**src/rtl/fcbm_pkg.sv**
```systemverilog
/*
 * Constants for the flash mode control register, the code-space map
 * and the flash service sequencer.
 * Assumes a 100 MHz core clock and an 8-bit special function register bus.
 */
package fcbm_pkg;
    // ------------------------------------------------------------
    // register and fields
    // ------------------------------------------------------------
    localparam logic [7:0] FMC_ADDR      = 8'hFB;
    localparam int         FMC_UPPER_BIT = 7;
    localparam int         FMC_LOWER_BIT = 6;
    localparam int         FMC_HV_BIT    = 5;
    localparam int         FMC_RSV_BIT   = 4;
    localparam logic [1:0] MAP_RESET     = 2'h0;
    localparam logic [3:0] FUNC_RESET    = 4'h0;

    typedef enum logic [3:0] {
        FCBM_FN_IDLE  = 4'h0,
        FCBM_FN_BYTE  = 4'h5,
        FCBM_FN_PAGE  = 4'hC,
        FCBM_FN_BLOCK = 4'h3,
        FCBM_FN_FULL  = 4'hA
    } fcbm_func_type;

    typedef enum logic [1:0] {
        FCBM_MAP_USER = 2'h0,
        FCBM_MAP_SPLIT = 2'h1,
        FCBM_MAP_HW   = 2'h2,
        FCBM_MAP_BOOT = 2'h3
    } fcbm_map_type;

    // ------------------------------------------------------------
    // code space
    // ------------------------------------------------------------
    localparam logic [15:0] BOOT_BORDER = 16'hFC00;

    // ------------------------------------------------------------
    // service routine entries, control values in and out
    // ------------------------------------------------------------
    localparam logic [15:0] ENT_READ  = 16'hFFBA;
    localparam logic [15:0] ENT_WRITE = 16'hFFAD;
    localparam logic [15:0] ENT_PAGE  = 16'hFFAA;
    localparam logic [15:0] ENT_BLOCK = 16'hFFA5;
    localparam logic [15:0] ENT_FULL  = 16'hFFA0;
    localparam logic [7:0]  IN_BYTE   = 8'h45;
    localparam logic [7:0]  IN_PAGE   = 8'h4C;
    localparam logic [7:0]  IN_BLOCK  = 8'h43;
    localparam logic [7:0]  IN_FULL   = 8'h4A;
    localparam logic [7:0]  ACC_PAGE  = 8'h08;
    localparam logic [7:0]  ACC_BLOCK = 8'h02;
    localparam logic [7:0]  ACC_FULL  = 8'h0A;
    localparam logic [7:0]  PTR_BLOCK = 8'h08;
    localparam logic [15:0] PTR_FULL  = 16'h0018;

    // ------------------------------------------------------------
    // operation timing
    // ------------------------------------------------------------
    localparam int TICK_NS       = 1000;
    localparam int CLK_NS        = 10;
    localparam int TICK_CYCLES   = TICK_NS / CLK_NS;
    localparam int WRITE_TIME_US = 2500;
    localparam int ERASE_TIME_US = 5000;
endpackage

```
**src/rtl/fcbm_core.sv**
```systemverilog
/*
 * Flash mode control register, code-space map and flash service
 * sequencer that carries out the boot service calls.
 * Assumes the CPU reports calls, returns and the fetch region, gives a
 * call as a one-cycle pulse, and that the flash array reads combinationally.
 */
// Contract
// - map 00 all user, 01 split at 63 K, 11 all boot ROM.
// - map 10 splits too; upper bit cleared while executing in user region.
// - bit 5 reads one exactly while programming high voltage is present.
// - function codes 0, 5, C, 3, A: idle, byte, page, block, full.
// - under security only internal flash code may load non-full-erase codes.
// - operation duration comes from an internal timer, not from software.
// - service leaves everything but control, accumulator and pointer alone.
// - byte read at FFBA, 45 in; returns byte, same address, 15 out.
// - byte write at FFAD, 45 in; returns verified byte, 15 out.
// - page erase at FFAA, 4C in; acc 08, low 5 pointer bits zero, 1C.
// - block erase at FFA5, 43 in; acc 02, low pointer byte 08, 13.
// - full erase at FFA0, 4A in; acc 0A, pointer 0018, 1A out.
// - return below 63 K out of boot ROM clears both map bits.
// - serial boot strap at reset sets both map bits to one.
// - no flash access or fetch while an erase or write runs.
`timescale 1ns/10ps
module fcbm_core #(
    parameter int TICK_CYCLES = fcbm_pkg::TICK_CYCLES,
    parameter int WRITE_TICKS = fcbm_pkg::WRITE_TIME_US,
    parameter int ERASE_TICKS = fcbm_pkg::ERASE_TIME_US
) (
    // clock and reset
    input  wire logic        core_clk_i,
    input  wire logic        sys_rst_i,
    // special function register port
    input  wire logic [7:0]  sfr_addr_i,
    input  wire logic        sfr_wr_i,
    input  wire logic [7:0]  sfr_wdata_i,
    output logic      [7:0]  sfr_rdata_o,
    // cpu context
    input  wire logic [15:0] pc_i,
    input  wire logic        exec_internal_i,
    input  wire logic        ret_i,
    input  wire logic [15:0] ret_target_i,
    input  wire logic        security_i,
    input  wire logic        boot_strap_i,
    input  wire logic [15:0] code_addr_i,
    input  wire logic        code_fetch_flash_i,
    output logic             boot_rom_sel_o,
    output logic             fetch_stall_o,
    // service call
    input  wire logic        svc_call_i,
    input  wire logic [15:0] svc_entry_i,
    input  wire logic [7:0]  svc_acc_i,
    input  wire logic [15:0] svc_address_pointer_i,
    output logic             svc_done_o,
    output logic      [7:0]  svc_acc_o,
    output logic      [15:0] svc_address_pointer_o,
    // flash array
    output logic      [3:0]  flash_cmd_o,
    output logic      [15:0] flash_addr_o,
    output logic      [7:0]  flash_wdata_o,
    input  wire logic [7:0]  flash_rdata_i,
    output logic             high_voltage_flag_o
);
    typedef enum logic [1:0] {
        FCBM_ST_IDLE = 2'b00,
        FCBM_ST_RUN  = 2'b01,
        FCBM_ST_READ = 2'b11
    } fcbm_state_type;

    fcbm_state_type state;
    fcbm_state_type next_state;
    logic [1:0]  map_bits;
    logic [1:0]  next_map_bits;
    logic        rsv;
    logic        next_rsv;
    logic [3:0]  func;
    logic [3:0]  next_func;
    logic        first;
    logic        next_first;
    logic [7:0]  next_rdata;
    logic        next_done;
    logic [7:0]  next_acc;
    logic [15:0] next_address_pointer;
    logic [3:0]  next_cmd;
    logic [15:0] next_faddr;
    logic [7:0]  next_wdata;
    logic        start;
    logic        erase;
    logic        hv;
    logic        op_done;
    logic [7:0]  fmc_view;
    logic        match;

    function automatic logic in_boot(input logic [1:0] m,
                                     input logic [15:0] a);
        unique case (m)
            fcbm_pkg::FCBM_MAP_USER: in_boot = 1'b0;
            fcbm_pkg::FCBM_MAP_BOOT: in_boot = 1'b1;
            default: in_boot = (a >= fcbm_pkg::BOOT_BORDER);
        endcase
    endfunction

    // ------------------------------------------------------------
    // map decode and fetch guard
    // ------------------------------------------------------------
    assign fmc_view = {map_bits, hv, rsv, func};
    assign boot_rom_sel_o = in_boot(map_bits, code_addr_i);
    assign fetch_stall_o = hv && code_fetch_flash_i;
    assign high_voltage_flag_o = hv;

    fcbm_op_timer #(
        .TICK_CYCLES(TICK_CYCLES),
        .WRITE_TICKS(WRITE_TICKS),
        .ERASE_TICKS(ERASE_TICKS)
    ) fcbm_op_timer_inst (
        .core_clk_i(core_clk_i),
        .sys_rst_i (sys_rst_i),
        .start_i   (start),
        .erase_i   (erase),
        .busy_o    (hv),
        .done_o    (op_done)
    );

    // ------------------------------------------------------------
    // register and sequencer
    // ------------------------------------------------------------
    always_comb begin
        next_state = state;
        next_map_bits = map_bits;
        next_rsv = rsv;
        next_func = func;
        next_first = 1'b0;
        next_done = 1'b0;
        next_acc = svc_acc_o;
        next_address_pointer = svc_address_pointer_o;
        next_cmd = flash_cmd_o;
        next_faddr = flash_addr_o;
        next_wdata = flash_wdata_o;
        next_rdata = (sfr_addr_i == fcbm_pkg::FMC_ADDR) ? fmc_view : 8'h00;
        start = 1'b0;
        erase = 1'b0;
        match = 1'b0;
        if (first && boot_strap_i) begin
            next_map_bits = fcbm_pkg::FCBM_MAP_BOOT;
        end
        if (sfr_wr_i && sfr_addr_i == fcbm_pkg::FMC_ADDR) begin
            next_map_bits = sfr_wdata_i[fcbm_pkg::FMC_UPPER_BIT:
                                        fcbm_pkg::FMC_LOWER_BIT];
            next_rsv = sfr_wdata_i[fcbm_pkg::FMC_RSV_BIT];
            // protected code bits: only full erase may pass from outside
            if (!security_i || exec_internal_i ||
                sfr_wdata_i[3:0] == fcbm_pkg::FCBM_FN_FULL) begin
                next_func = sfr_wdata_i[3:0];
            end
        end
        if (map_bits == fcbm_pkg::FCBM_MAP_HW && pc_i < fcbm_pkg::BOOT_BORDER)
        begin
            next_map_bits[1] = 1'b0;
        end
        if (ret_i && in_boot(map_bits, pc_i) &&
            ret_target_i < fcbm_pkg::BOOT_BORDER) begin
            next_map_bits = fcbm_pkg::FCBM_MAP_USER;
        end
        unique case (state)
            FCBM_ST_IDLE: begin
                if (svc_call_i) begin
                    next_done = 1'b1;
                    next_acc = svc_acc_i;
                    next_address_pointer = svc_address_pointer_i;
                    next_faddr = svc_address_pointer_i;
                    next_wdata = svc_acc_i;
                    // the array only sees a code once a routine really runs
                    if (svc_entry_i == fcbm_pkg::ENT_READ &&
                        fmc_view == fcbm_pkg::IN_BYTE) begin
                        next_done = 1'b0;
                        next_cmd = func;
                        next_state = FCBM_ST_READ;
                    end else begin
                        match = (svc_entry_i == fcbm_pkg::ENT_WRITE &&
                                 fmc_view == fcbm_pkg::IN_BYTE) ||
                                (svc_entry_i == fcbm_pkg::ENT_PAGE &&
                                 fmc_view == fcbm_pkg::IN_PAGE) ||
                                (svc_entry_i == fcbm_pkg::ENT_BLOCK &&
                                 fmc_view == fcbm_pkg::IN_BLOCK) ||
                                (svc_entry_i == fcbm_pkg::ENT_FULL &&
                                 fmc_view == fcbm_pkg::IN_FULL);
                        if (match) begin
                            start = 1'b1;
                            next_cmd = func;
                            erase = (func != fcbm_pkg::FCBM_FN_BYTE);
                            next_done = 1'b0;
                            next_state = FCBM_ST_RUN;
                        end
                    end
                end
            end
            FCBM_ST_RUN: begin
                if (op_done) begin
                    next_done = 1'b1;
                    next_cmd = fcbm_pkg::FCBM_FN_IDLE;
                    unique case (func)
                        fcbm_pkg::FCBM_FN_PAGE: begin
                            next_acc = fcbm_pkg::ACC_PAGE;
                            next_address_pointer = {flash_addr_o[15:5], 5'h00};
                        end
                        fcbm_pkg::FCBM_FN_BLOCK: begin
                            next_acc = fcbm_pkg::ACC_BLOCK;
                            next_address_pointer = {flash_addr_o[15:8],
                                         fcbm_pkg::PTR_BLOCK};
                        end
                        fcbm_pkg::FCBM_FN_FULL: begin
                            next_acc = fcbm_pkg::ACC_FULL;
                            next_address_pointer = fcbm_pkg::PTR_FULL;
                        end
                        default: begin
                            // byte write: read back for verification
                            next_done = 1'b0;
                            next_cmd = func;
                            next_state = FCBM_ST_READ;
                        end
                    endcase
                    // exit values only when the routine returns, so a
                    // pending return or hardware clear is not undone
                    if (next_done) begin
                        next_rsv = 1'b1;
                        next_map_bits = fcbm_pkg::FCBM_MAP_USER;
                        next_state = FCBM_ST_IDLE;
                    end
                end
            end
            FCBM_ST_READ: begin
                next_acc = flash_rdata_i;
                next_rsv = 1'b1;
                next_map_bits = fcbm_pkg::FCBM_MAP_USER;
                next_cmd = fcbm_pkg::FCBM_FN_IDLE;
                next_done = 1'b1;
                next_state = FCBM_ST_IDLE;
            end
            default: next_state = FCBM_ST_IDLE;
        endcase
    end

    always_ff @(posedge core_clk_i or posedge sys_rst_i) begin
        if (sys_rst_i) begin
            state <= FCBM_ST_IDLE;
            map_bits <= fcbm_pkg::MAP_RESET;
            rsv <= 1'b0;
            func <= fcbm_pkg::FUNC_RESET;
            first <= 1'b1;
            sfr_rdata_o <= 8'h00;
            svc_done_o <= 1'b0;
            svc_acc_o <= 8'h00;
            svc_address_pointer_o <= 16'h0000;
            flash_cmd_o <= 4'h0;
            flash_addr_o <= 16'h0000;
            flash_wdata_o <= 8'h00;
        end else begin
            state <= next_state;
            map_bits <= next_map_bits;
            rsv <= next_rsv;
            func <= next_func;
            first <= next_first;
            sfr_rdata_o <= next_rdata;
            svc_done_o <= next_done;
            svc_acc_o <= next_acc;
            svc_address_pointer_o <= next_address_pointer;
            flash_cmd_o <= next_cmd;
            flash_addr_o <= next_faddr;
            flash_wdata_o <= next_wdata;
        end
    end

    // ------------------------------------------------------------
    // checks
    // ------------------------------------------------------------
    hv_tracks_run_a: assert property (@(posedge core_clk_i)
        disable iff (sys_rst_i) hv |-> state == FCBM_ST_RUN)
        else $error("high voltage outside a running operation");
    undef_no_hv_a: assert property (@(posedge core_clk_i)
        disable iff (sys_rst_i)
        (state == FCBM_ST_IDLE && !match) |=> !hv)
        else $error("high voltage without a defined operation");
    fetch_block_a: assert property (@(posedge core_clk_i)
        disable iff (sys_rst_i)
        fetch_stall_o == (hv && code_fetch_flash_i))
        else $error("flash fetch guard wrong during operation");
    secure_func_a: assert property (@(posedge core_clk_i)
        disable iff (sys_rst_i)
        (sfr_wr_i && sfr_addr_i == fcbm_pkg::FMC_ADDR && security_i &&
         !exec_internal_i && sfr_wdata_i[3:0] != fcbm_pkg::FCBM_FN_FULL &&
         state == FCBM_ST_IDLE) |=> $stable(func))
        else $error("protected function code changed");
    ret_clear_a: assert property (@(posedge core_clk_i)
        disable iff (sys_rst_i)
        (ret_i && in_boot(map_bits, pc_i) && state == FCBM_ST_IDLE &&
         ret_target_i < fcbm_pkg::BOOT_BORDER && !sfr_wr_i)
        |=> map_bits == 2'h0)
        else $error("map not cleared on return");
    hw_clear_a: assert property (@(posedge core_clk_i)
        disable iff (sys_rst_i)
        (map_bits == 2'h2 && pc_i < fcbm_pkg::BOOT_BORDER && !sfr_wr_i)
        |=> !map_bits[1])
        else $error("upper map bit kept in user region");
    full_result_a: assert property (@(posedge core_clk_i)
        disable iff (sys_rst_i)
        (svc_done_o && $past(state) == FCBM_ST_RUN &&
         $past(func) == fcbm_pkg::FCBM_FN_FULL)
        |-> svc_address_pointer_o == 16'h0018 && svc_acc_o == 8'h0A)
        else $error("full erase result wrong");
    write_timed_a: assert property (@(posedge core_clk_i)
        disable iff (sys_rst_i)
        $rose(hv) |-> hv [*8])
        else $error("operation ended too early");
endmodule

```
**src/rtl/fcbm_op_timer.sv**
```systemverilog
/*
 * Operation timer: a free-running divider stands in for the internal
 * oscillator and paces a tick counter that times one write or erase.
 * Assumes start_i is a one-cycle pulse given only while busy_o is low.
 */
`timescale 1ns/10ps
module fcbm_op_timer #(
    parameter int TICK_CYCLES = fcbm_pkg::TICK_CYCLES,
    parameter int WRITE_TICKS = fcbm_pkg::WRITE_TIME_US,
    parameter int ERASE_TICKS = fcbm_pkg::ERASE_TIME_US
) (
    // clock and reset
    input  wire logic core_clk_i,
    input  wire logic sys_rst_i,
    // control
    input  wire logic start_i,
    input  wire logic erase_i,
    output logic      busy_o,
    output logic      done_o
);
    logic [15:0] div;
    logic [15:0] next_div;
    logic [15:0] ticks;
    logic [15:0] next_ticks;
    logic        busy;
    logic        next_busy;
    logic        next_done;
    logic        tick;

    // divider free-runs: software has no handle on the duration
    always_comb begin
        tick = (div == 16'(TICK_CYCLES - 1));
        next_div = tick ? 16'h0000 : div + 16'h0001;
        next_busy = busy;
        next_ticks = ticks;
        next_done = 1'b0;
        if (start_i && !busy) begin
            next_busy = 1'b1;
            next_ticks = erase_i ? 16'(ERASE_TICKS) : 16'(WRITE_TICKS);
        end else if (busy && tick) begin
            if (ticks == 16'h0001) begin
                next_busy = 1'b0;
                next_done = 1'b1;
            end
            next_ticks = ticks - 16'h0001;
        end
    end

    always_ff @(posedge core_clk_i or posedge sys_rst_i) begin
        if (sys_rst_i) begin
            div <= 16'h0000;
            ticks <= 16'h0000;
            busy <= 1'b0;
            done_o <= 1'b0;
        end else begin
            div <= next_div;
            ticks <= next_ticks;
            busy <= next_busy;
            done_o <= next_done;
        end
    end

    assign busy_o = busy;
endmodule

```
**config.mk**
```make
export PLATFORM = sky130hd
export DESIGN_NAME = fcbm_core
export DESIGN_NICKNAME = d
export VERILOG_FILES = /design/src/rtl/fcbm_pkg.sv /design/src/rtl/fcbm_core.sv /design/src/rtl/fcbm_op_timer.sv
export SDC_FILE = /design/constraint.sdc
export NUM_CORES = 1
export LEC_CHECK = 0
export BUFFER_PORTS_ARGS = -buffer_cell sky130_fd_sc_hd__buf_2
export CORE_ASPECT_RATIO = 1.1
export CORE_MARGIN = 2
export CORE_UTILIZATION = 43
export DETAILED_ROUTE_END_ITERATION = 10
export PLACE_DENSITY = 0.71
export REMOVE_ABC_BUFFERS = 1
export SLEW_MARGIN = 20
export SYNTH_ARGS = -nofsm -noshare
export SYNTH_HDL_FRONTEND = slang
export SYNTH_SLANG_ARGS = --single-unit
```
**constraint.sdc**
```tcl
create_clock -name core_clk_i -period 6.6 [get_ports core_clk_i]
set_clock_uncertainty 0.05 [all_clocks]
set_input_delay 0.33 -clock core_clk_i [delete_from_list [all_inputs] [get_ports core_clk_i]]
set_output_delay 0.33 -clock core_clk_i [all_outputs]
set_load 0.1 [all_outputs]
```
# == Word-level counts from Yosys, hierarchy flattened ==
# Index checks and enable logic that the tools add are counted.
# W data, S select, Z words.
# totals
regBits,105
inputBits,121
word_cells,143
# classes
addsub,2
order_cmp,4
n_eq_ne,26
mux,61
reduce_logical,34
# op_table
cell,n
$eq A16 B16 Y1 const B,5
$mux W16,5
$pmux W16 S3,1
$pmux W8 S3,2
$eq A8 B7 Y1 const B,4
$ge A16 B16 Y1 const B,2
$lt A16 B16 Y1 const B,2
$pmux W16 S2,1
$mux W1,25
$mux W8,3
$mux W2,11
$mux W4,5
$add A16 B1 Y16 const B,1
$eq A16 B1 Y1 const B,1
$eq A16 B7 Y1 const B,1
$reduce_and A4 Y1,4
$sub A16 B1 Y16 const B,1
$logic_and A1 B1 Y1,13
$mux W13,1
$eq A4 B4 Y1 const B,3
$pmux W4 S3,1
$eq A8 B8 Y1 const B,1
$pmux W2 S2,2
$eq A2 B2 Y1 const B,3
other kinds (16),29

# == Longest topological paths before layout ==
# logic_depth
word_depth,12
depth_mapped,8

# == Cells and area by module ==
# From an unflattened synthesis, not the netlist that was laid out.
# hier_totals
hier_cells,520
hier_area_um2,5256.3
# modules_own_cells
mod,n_inst,cells_per_inst,area_each_um2,seq_area_each_um2
fcbm_core,1,346,3433.3,1778.0
fcbm_op_timer,1,174,1823.0,850.8

# == Worst setup path after synthesis ==
# OpenSTA, ideal clock, no wires.
# synth_path
path_type,register to output
startpoint,reg map_bits[0]
endpoint,out boot_rom_sel_o
arrival_time_ns,3.026
required_time_ns,6.220
path_slack_ns,3.194
path_stages_with_launch,4
cell_sequence,dfrtp_1 -> inv_1 -> ha_1 -> o31ai_1
# synth_between
elab_chain_cells,2
# synth_lines
item,line,source
from (decl),fcbm_core.sv:71,logic [1:0] map_bits;
from (signal assigned),fcbm_core.sv:245,map_bits <= fcbm_pkg::MAP_RESET;
from (signal assigned),fcbm_core.sv:258,map_bits <= next_map_bits;
$eq A2 B2 Y1 / $logic_not A2 Y1 (equally long branches),fcbm_core.sv:95,unique case (m)
$pmux W1 S2 *,fcbm_core.sv:95,
to (decl),fcbm_core.sv:46,"output logic boot_rom_sel_o,"
# Mark *: on every way between the ends. The rest lies on a longest branch, timed or not.

# == Worst setup path after layout ==
# layout_path
startpoint,reg func[0]
endpoint,reg fcbm_op_timer_inst.ticks[6]
# layout_between
elab_chain_cells,11
# layout_lines
item,line,source
from (decl),fcbm_core.sv:75,logic [3:0] func;
from (signal assigned),fcbm_core.sv:247,func <= fcbm_pkg::FUNC_RESET;
from (signal assigned),fcbm_core.sv:260,func <= next_func;
$eq A8 B7 Y1 (on tied branches),"fcbm_core.sv:173, fcbm_core.sv:179, fcbm_core.sv:181",
$logic_and A1 B1 Y1 (on tied branches),"fcbm_core.sv:178, fcbm_core.sv:180",
$logic_or A1 B1 Y1,fcbm_core.sv:179,fmc_view == fcbm_pkg::IN_BYTE) ||
$logic_or A1 B1 Y1,fcbm_core.sv:181,fmc_view == fcbm_pkg::IN_PAGE) ||
$logic_or A1 B1 Y1,fcbm_core.sv:183,fmc_view == fcbm_pkg::IN_BLOCK) ||
$mux W1,fcbm_core.sv:186,if (match) begin
$mux W1,fcbm_core.sv:172,if (svc_entry_i == fcbm_pkg::ENT_READ &&
$mux W1,fcbm_core.sv:165,if (svc_call_i) begin
$mux W1,fcbm_core.sv:163,unique case (state)
$mux W13 / $logic_and A1 B1 Y1 (equally long branches),"fcbm_op_timer.sv:39, fcbm_op_timer.sv:37",
$mux W16 / $reduce_bool A2 Y1 (equally long branches),--,
to (signal assigned),fcbm_op_timer.sv:57,ticks <= next_ticks;
to (decl),fcbm_op_timer.sv:23,logic [15:0] ticks;
# Parallel ways exist; a longest one is shown, timed or not.
# A chain may end at the register's enable or synchronous reset.

==> impl_metrics.tcl <==
set metrics [dict create \
    hold_depth 3 \
    final.setup.tns_ps 0 \
    fin_nets 786 \
    cts.clk_slew.worst_paths_ps 70 \
    rows 41 \
    finish.utilization_pct 54.3 \
    grt_pass1_wl_um 20100 \
    io_pins 185 \
    grt_pass1_vias 4200 \
    dp_hpwl_um 9120 \
    drtPass1Iterations 5 \
    drt_iter0_markers 313 \
    clock_path_buffers 2 \
    cts_resized 0 \
    cap_violations 0 \
    wl_per_cell_um 15.1 \
    htreeDepth 3 \
    synthCells 514 \
    syn_avg_cell_area_um2 9.93 \
    cts_setup_buffers 0 \
    hp-class "in2reg" \
    peakVddDrop_mv 0.126 \
    overflow 0 \
    antenna_left 0 \
    status "complete, no violations" \
    worstPathCellList "nand4bb_1 > a2bb2o_4 > o211ai_4 > nor3_4 > mux2i_1" \
    netlist_top_cells_area "dfrtp_1 (51%), nand2_1 (8.0%), nor2_1 (3.3%), mux2_2 (2.9%), xnor2_1 (2.7%)" \
    cp.required_ps 6810 \
    numCtsBuffers 9 \
    yosysSeqAreaShare_pct 51.5 \
    die-height_um 118 \
    critPathTopFamily "simple AND/OR/NAND/NOR gates" \
    cts_tree "yes" \
    die_x_um 108 \
    finalMaxSlewViolations 0 \
    final-setup-viol-count 0 \
    relSlewSlack_pct 36.2 \
    synth.largest_area_cell "dfrtp_1" \
    grt_max_degree 67 \
    antenna_cells 0 \
    vias_per_cell 5.33 \
    nFillCells 1058 \
    async_flop_share_pct 100 \
    fmax_ghz 0.362 \
    layout-drive-gt1-share_pct 30.3 \
    worstPathArrival_ps 2970 \
    core_area_mm2 0.0115 \
    period_share_pct 41.8 \
    powerDensity_mw_per_mm2 258 \
    ys.flop_type "dfrtp_1" \
    rr_worst_depth 5 \
    path_max_fanout 17 \
    via_count 4335 \
    ys_ff_latch 105 \
    power_leakage_nw 2.96 \
    wl_um 12300 \
    switchingPower_w 0.000580 \
    synth-edff-count 0 \
    worst_pin_slew_ps 945 \
    yosysWarningCount 0 \
    switching_share_pct 35.9 \
    cpMaxStageDelayCell "nor3_4" \
    dieArea_mm2 0.0128 \
    p_seq_share_pct 43.6 \
    port_buffers 153 \
    synthesis.area_mm2 0.00510 \
    combPwrFrac_pct 24.6 \
    clk_latency_ps 350 \
    start_util_pct 44.2 \
    cp.depth 5 \
    grtUsageTotal_pct 19.7 \
    gp_congestion 0.985 \
    fin_crit_ps 2760 \
    cts_hold_buf 1 \
    p_int_w 0.00104 \
    critPathKind "reg2reg" \
    syn_to_final_growth_pct 22.9 \
    critPathBufInv 0 \
    synth_top_area_share_pct 51.0 \
    synth.distinct_cells 59 \
    cts_sinks 105 \
    clkPwrFrac_pct 31.8 \
    post-route-drc-count 0 \
    final_hold_viol_count 0 \
    start_kind "flip-flop" \
    antenna_found_initial 0 \
    cts_root_buffer "clkbuf_16" \
    cpPeakStageDelay_ps 690 \
    critPathCaptureType "flip-flop" \
    rsz0062_at_grt "false" \
]
[power by group through the flow]
stage               clock network [W]  registers (W)  logic (W)
CTS                          0.000525       0.000703   0.000400
finish                       0.000513       0.000704   0.000398
global route                 0.000550       0.000708   0.000420
global placement                    0       0.000713   0.000395
floorplan                           0       0.000912   0.000108
detailed placement                  0       0.000716   0.000399
[area by class of cell]
| class | instances | area, µm² | area share [%] |
|---|---|---|---|
| Tap cell | 150 | 188 | 2.99 |
| Inverter | 16 | 62.6 | 0.997 |
| Clock inverter | 5 | 38.8 | 0.618 |
| Timing Repair Buffer | 155 | 783 | 12.5 |
| Multi-Input combinational cell | 372 | 2320 | 37.0 |
| Clock buffer | 11 | 253 | 4.03 |
| Sequential cell | 105 | 2630 | 41.9 |
[cells in the final DEF, fill, tap and decap left out, drive strengths merged, types with 11 or more instances in the layout]
master | netlist | routed
buf | 10 | 154
nand2 | 109 | 109
dfrtp | 104 | 104
nor2 | 45 | 45
nand3 | 23 | 23
nand4 | 18 | 18
xnor2 | 16 | 16
inv | 15 | 16
mux2 | 13 | 13
xor2 | 12 | 12
mux2i | 11 | 11
o21ai | 11 | 11
nor3 | 11 | 11
clkbuf | 11 | 11
[cells in the mapped netlist (7+ instances only)]
| cell type | instances |
|---|---|
| nand2_1 | 109 |
| dfrtp_1 | 104 |
| nor2_1 | 45 |
| nand3_1 | 23 |
| nand4_1 | 18 |
| xnor2_1 | 16 |
| inv_1 | 14 |
| mux2_2 | 13 |
| xor2_1 | 12 |
| clkbuf_1 | 11 |
| mux2i_1 | 11 |
| o21ai_0 | 10 |
| a22o_1 | 9 |
| a31oi_1 | 9 |
| nor3_1 | 9 |
| nor4_1 | 8 |
| a21oi_1 | 7 |
| and2_1 | 7 |
[sequential cells by signal, summed over array words and instances (netlist names), 2 cells and up]
| register | count |
|---|---|
| fcbm_op_timer_inst.div | 16 |
| fcbm_op_timer_inst.ticks | 16 |
| flash_addr_o | 16 |
| svc_address_pointer_o | 16 |
| flash_wdata_o | 8 |
| sfr_rdata_o | 8 |
| svc_acc_o | 8 |
| flash_cmd_o | 4 |
| func | 4 |
| map_bits | 2 |
| state | 2 |
[cells by family (layout without fill, tap and decap cells)]
family | count (synthesis) | count (layout) | synth area share, %
buffers and inverters | 37 | 187 | 3.16
multiplexers | 24 | 24 | 5.03
XOR/XNOR | 28 | 28 | 4.81
other | 1 | 1 | 0.0735
AND/OR/NAND/NOR | 257 | 257 | 25.5
adder cells (fa/ha/maj) | 6 | 6 | 1.47
flip-flops | 105 | 105 | 51.5
AO/OA/AOI/OAI | 56 | 56 | 8.46
[worst reg2reg max path: stages, from the launching register on]
cell,delay [ps]
dfrtp_1,490
nand4bb_1,630
a2bb2o_4,400
o211ai_4,110
nor3_4,690
mux2i_1,300
[per-layer routing]
metal | vias to the layer above | track usage [%] | share of wire [%]
li1 | 2080 | - | -
met4 | 0 | 6.81 | 2.3
met1 | 2093 | 26.5 | 44
met3 | 23 | 3.42 | 4.9
met2 | 139 | 31.9 | 49
met5 | - | 0 | 0
[through the flow]
stage	power, W	hold WS [ps]	instances	setup slack, ps	instance area [µm²]
after global placement	0.00111	340	797	3670	5960
after detailed placement	0.00111	350	797	3860	5970
final	0.00162	140	814	3840	6270
after CTS	0.00163	131	814	3820	6270
after global routing	0.00168	146	814	3630	6270
after floorplan	0.00102	385	493	3190	5000
[final timing paths]
kind	startpoint	end	slack, ps
max in group asynchronous	sys_rst_i	svc_address_pointer_o[15]$_DFFE_PP0P_	4800
min in group asynchronous	sys_rst_i	svc_address_pointer_o[11]$_DFFE_PP0P_	510
worst max-delay path	func[0]$_DFFE_PP0P_	fcbm_op_timer_inst.ticks[6]$_DFFE_PP0P_	3840
worst min register to register	svc_address_pointer_o[3]$_DFFE_PP0P_	svc_address_pointer_o[3]$_DFFE_PP0P_	430
worst max register to register	func[0]$_DFFE_PP0P_	fcbm_op_timer_inst.ticks[6]$_DFFE_PP0P_	3840
worst min-delay path	svc_address_pointer_i[1]	flash_addr_o[1]$_DFFE_PP0P_	140
Power figures use the tool's default switching activity.
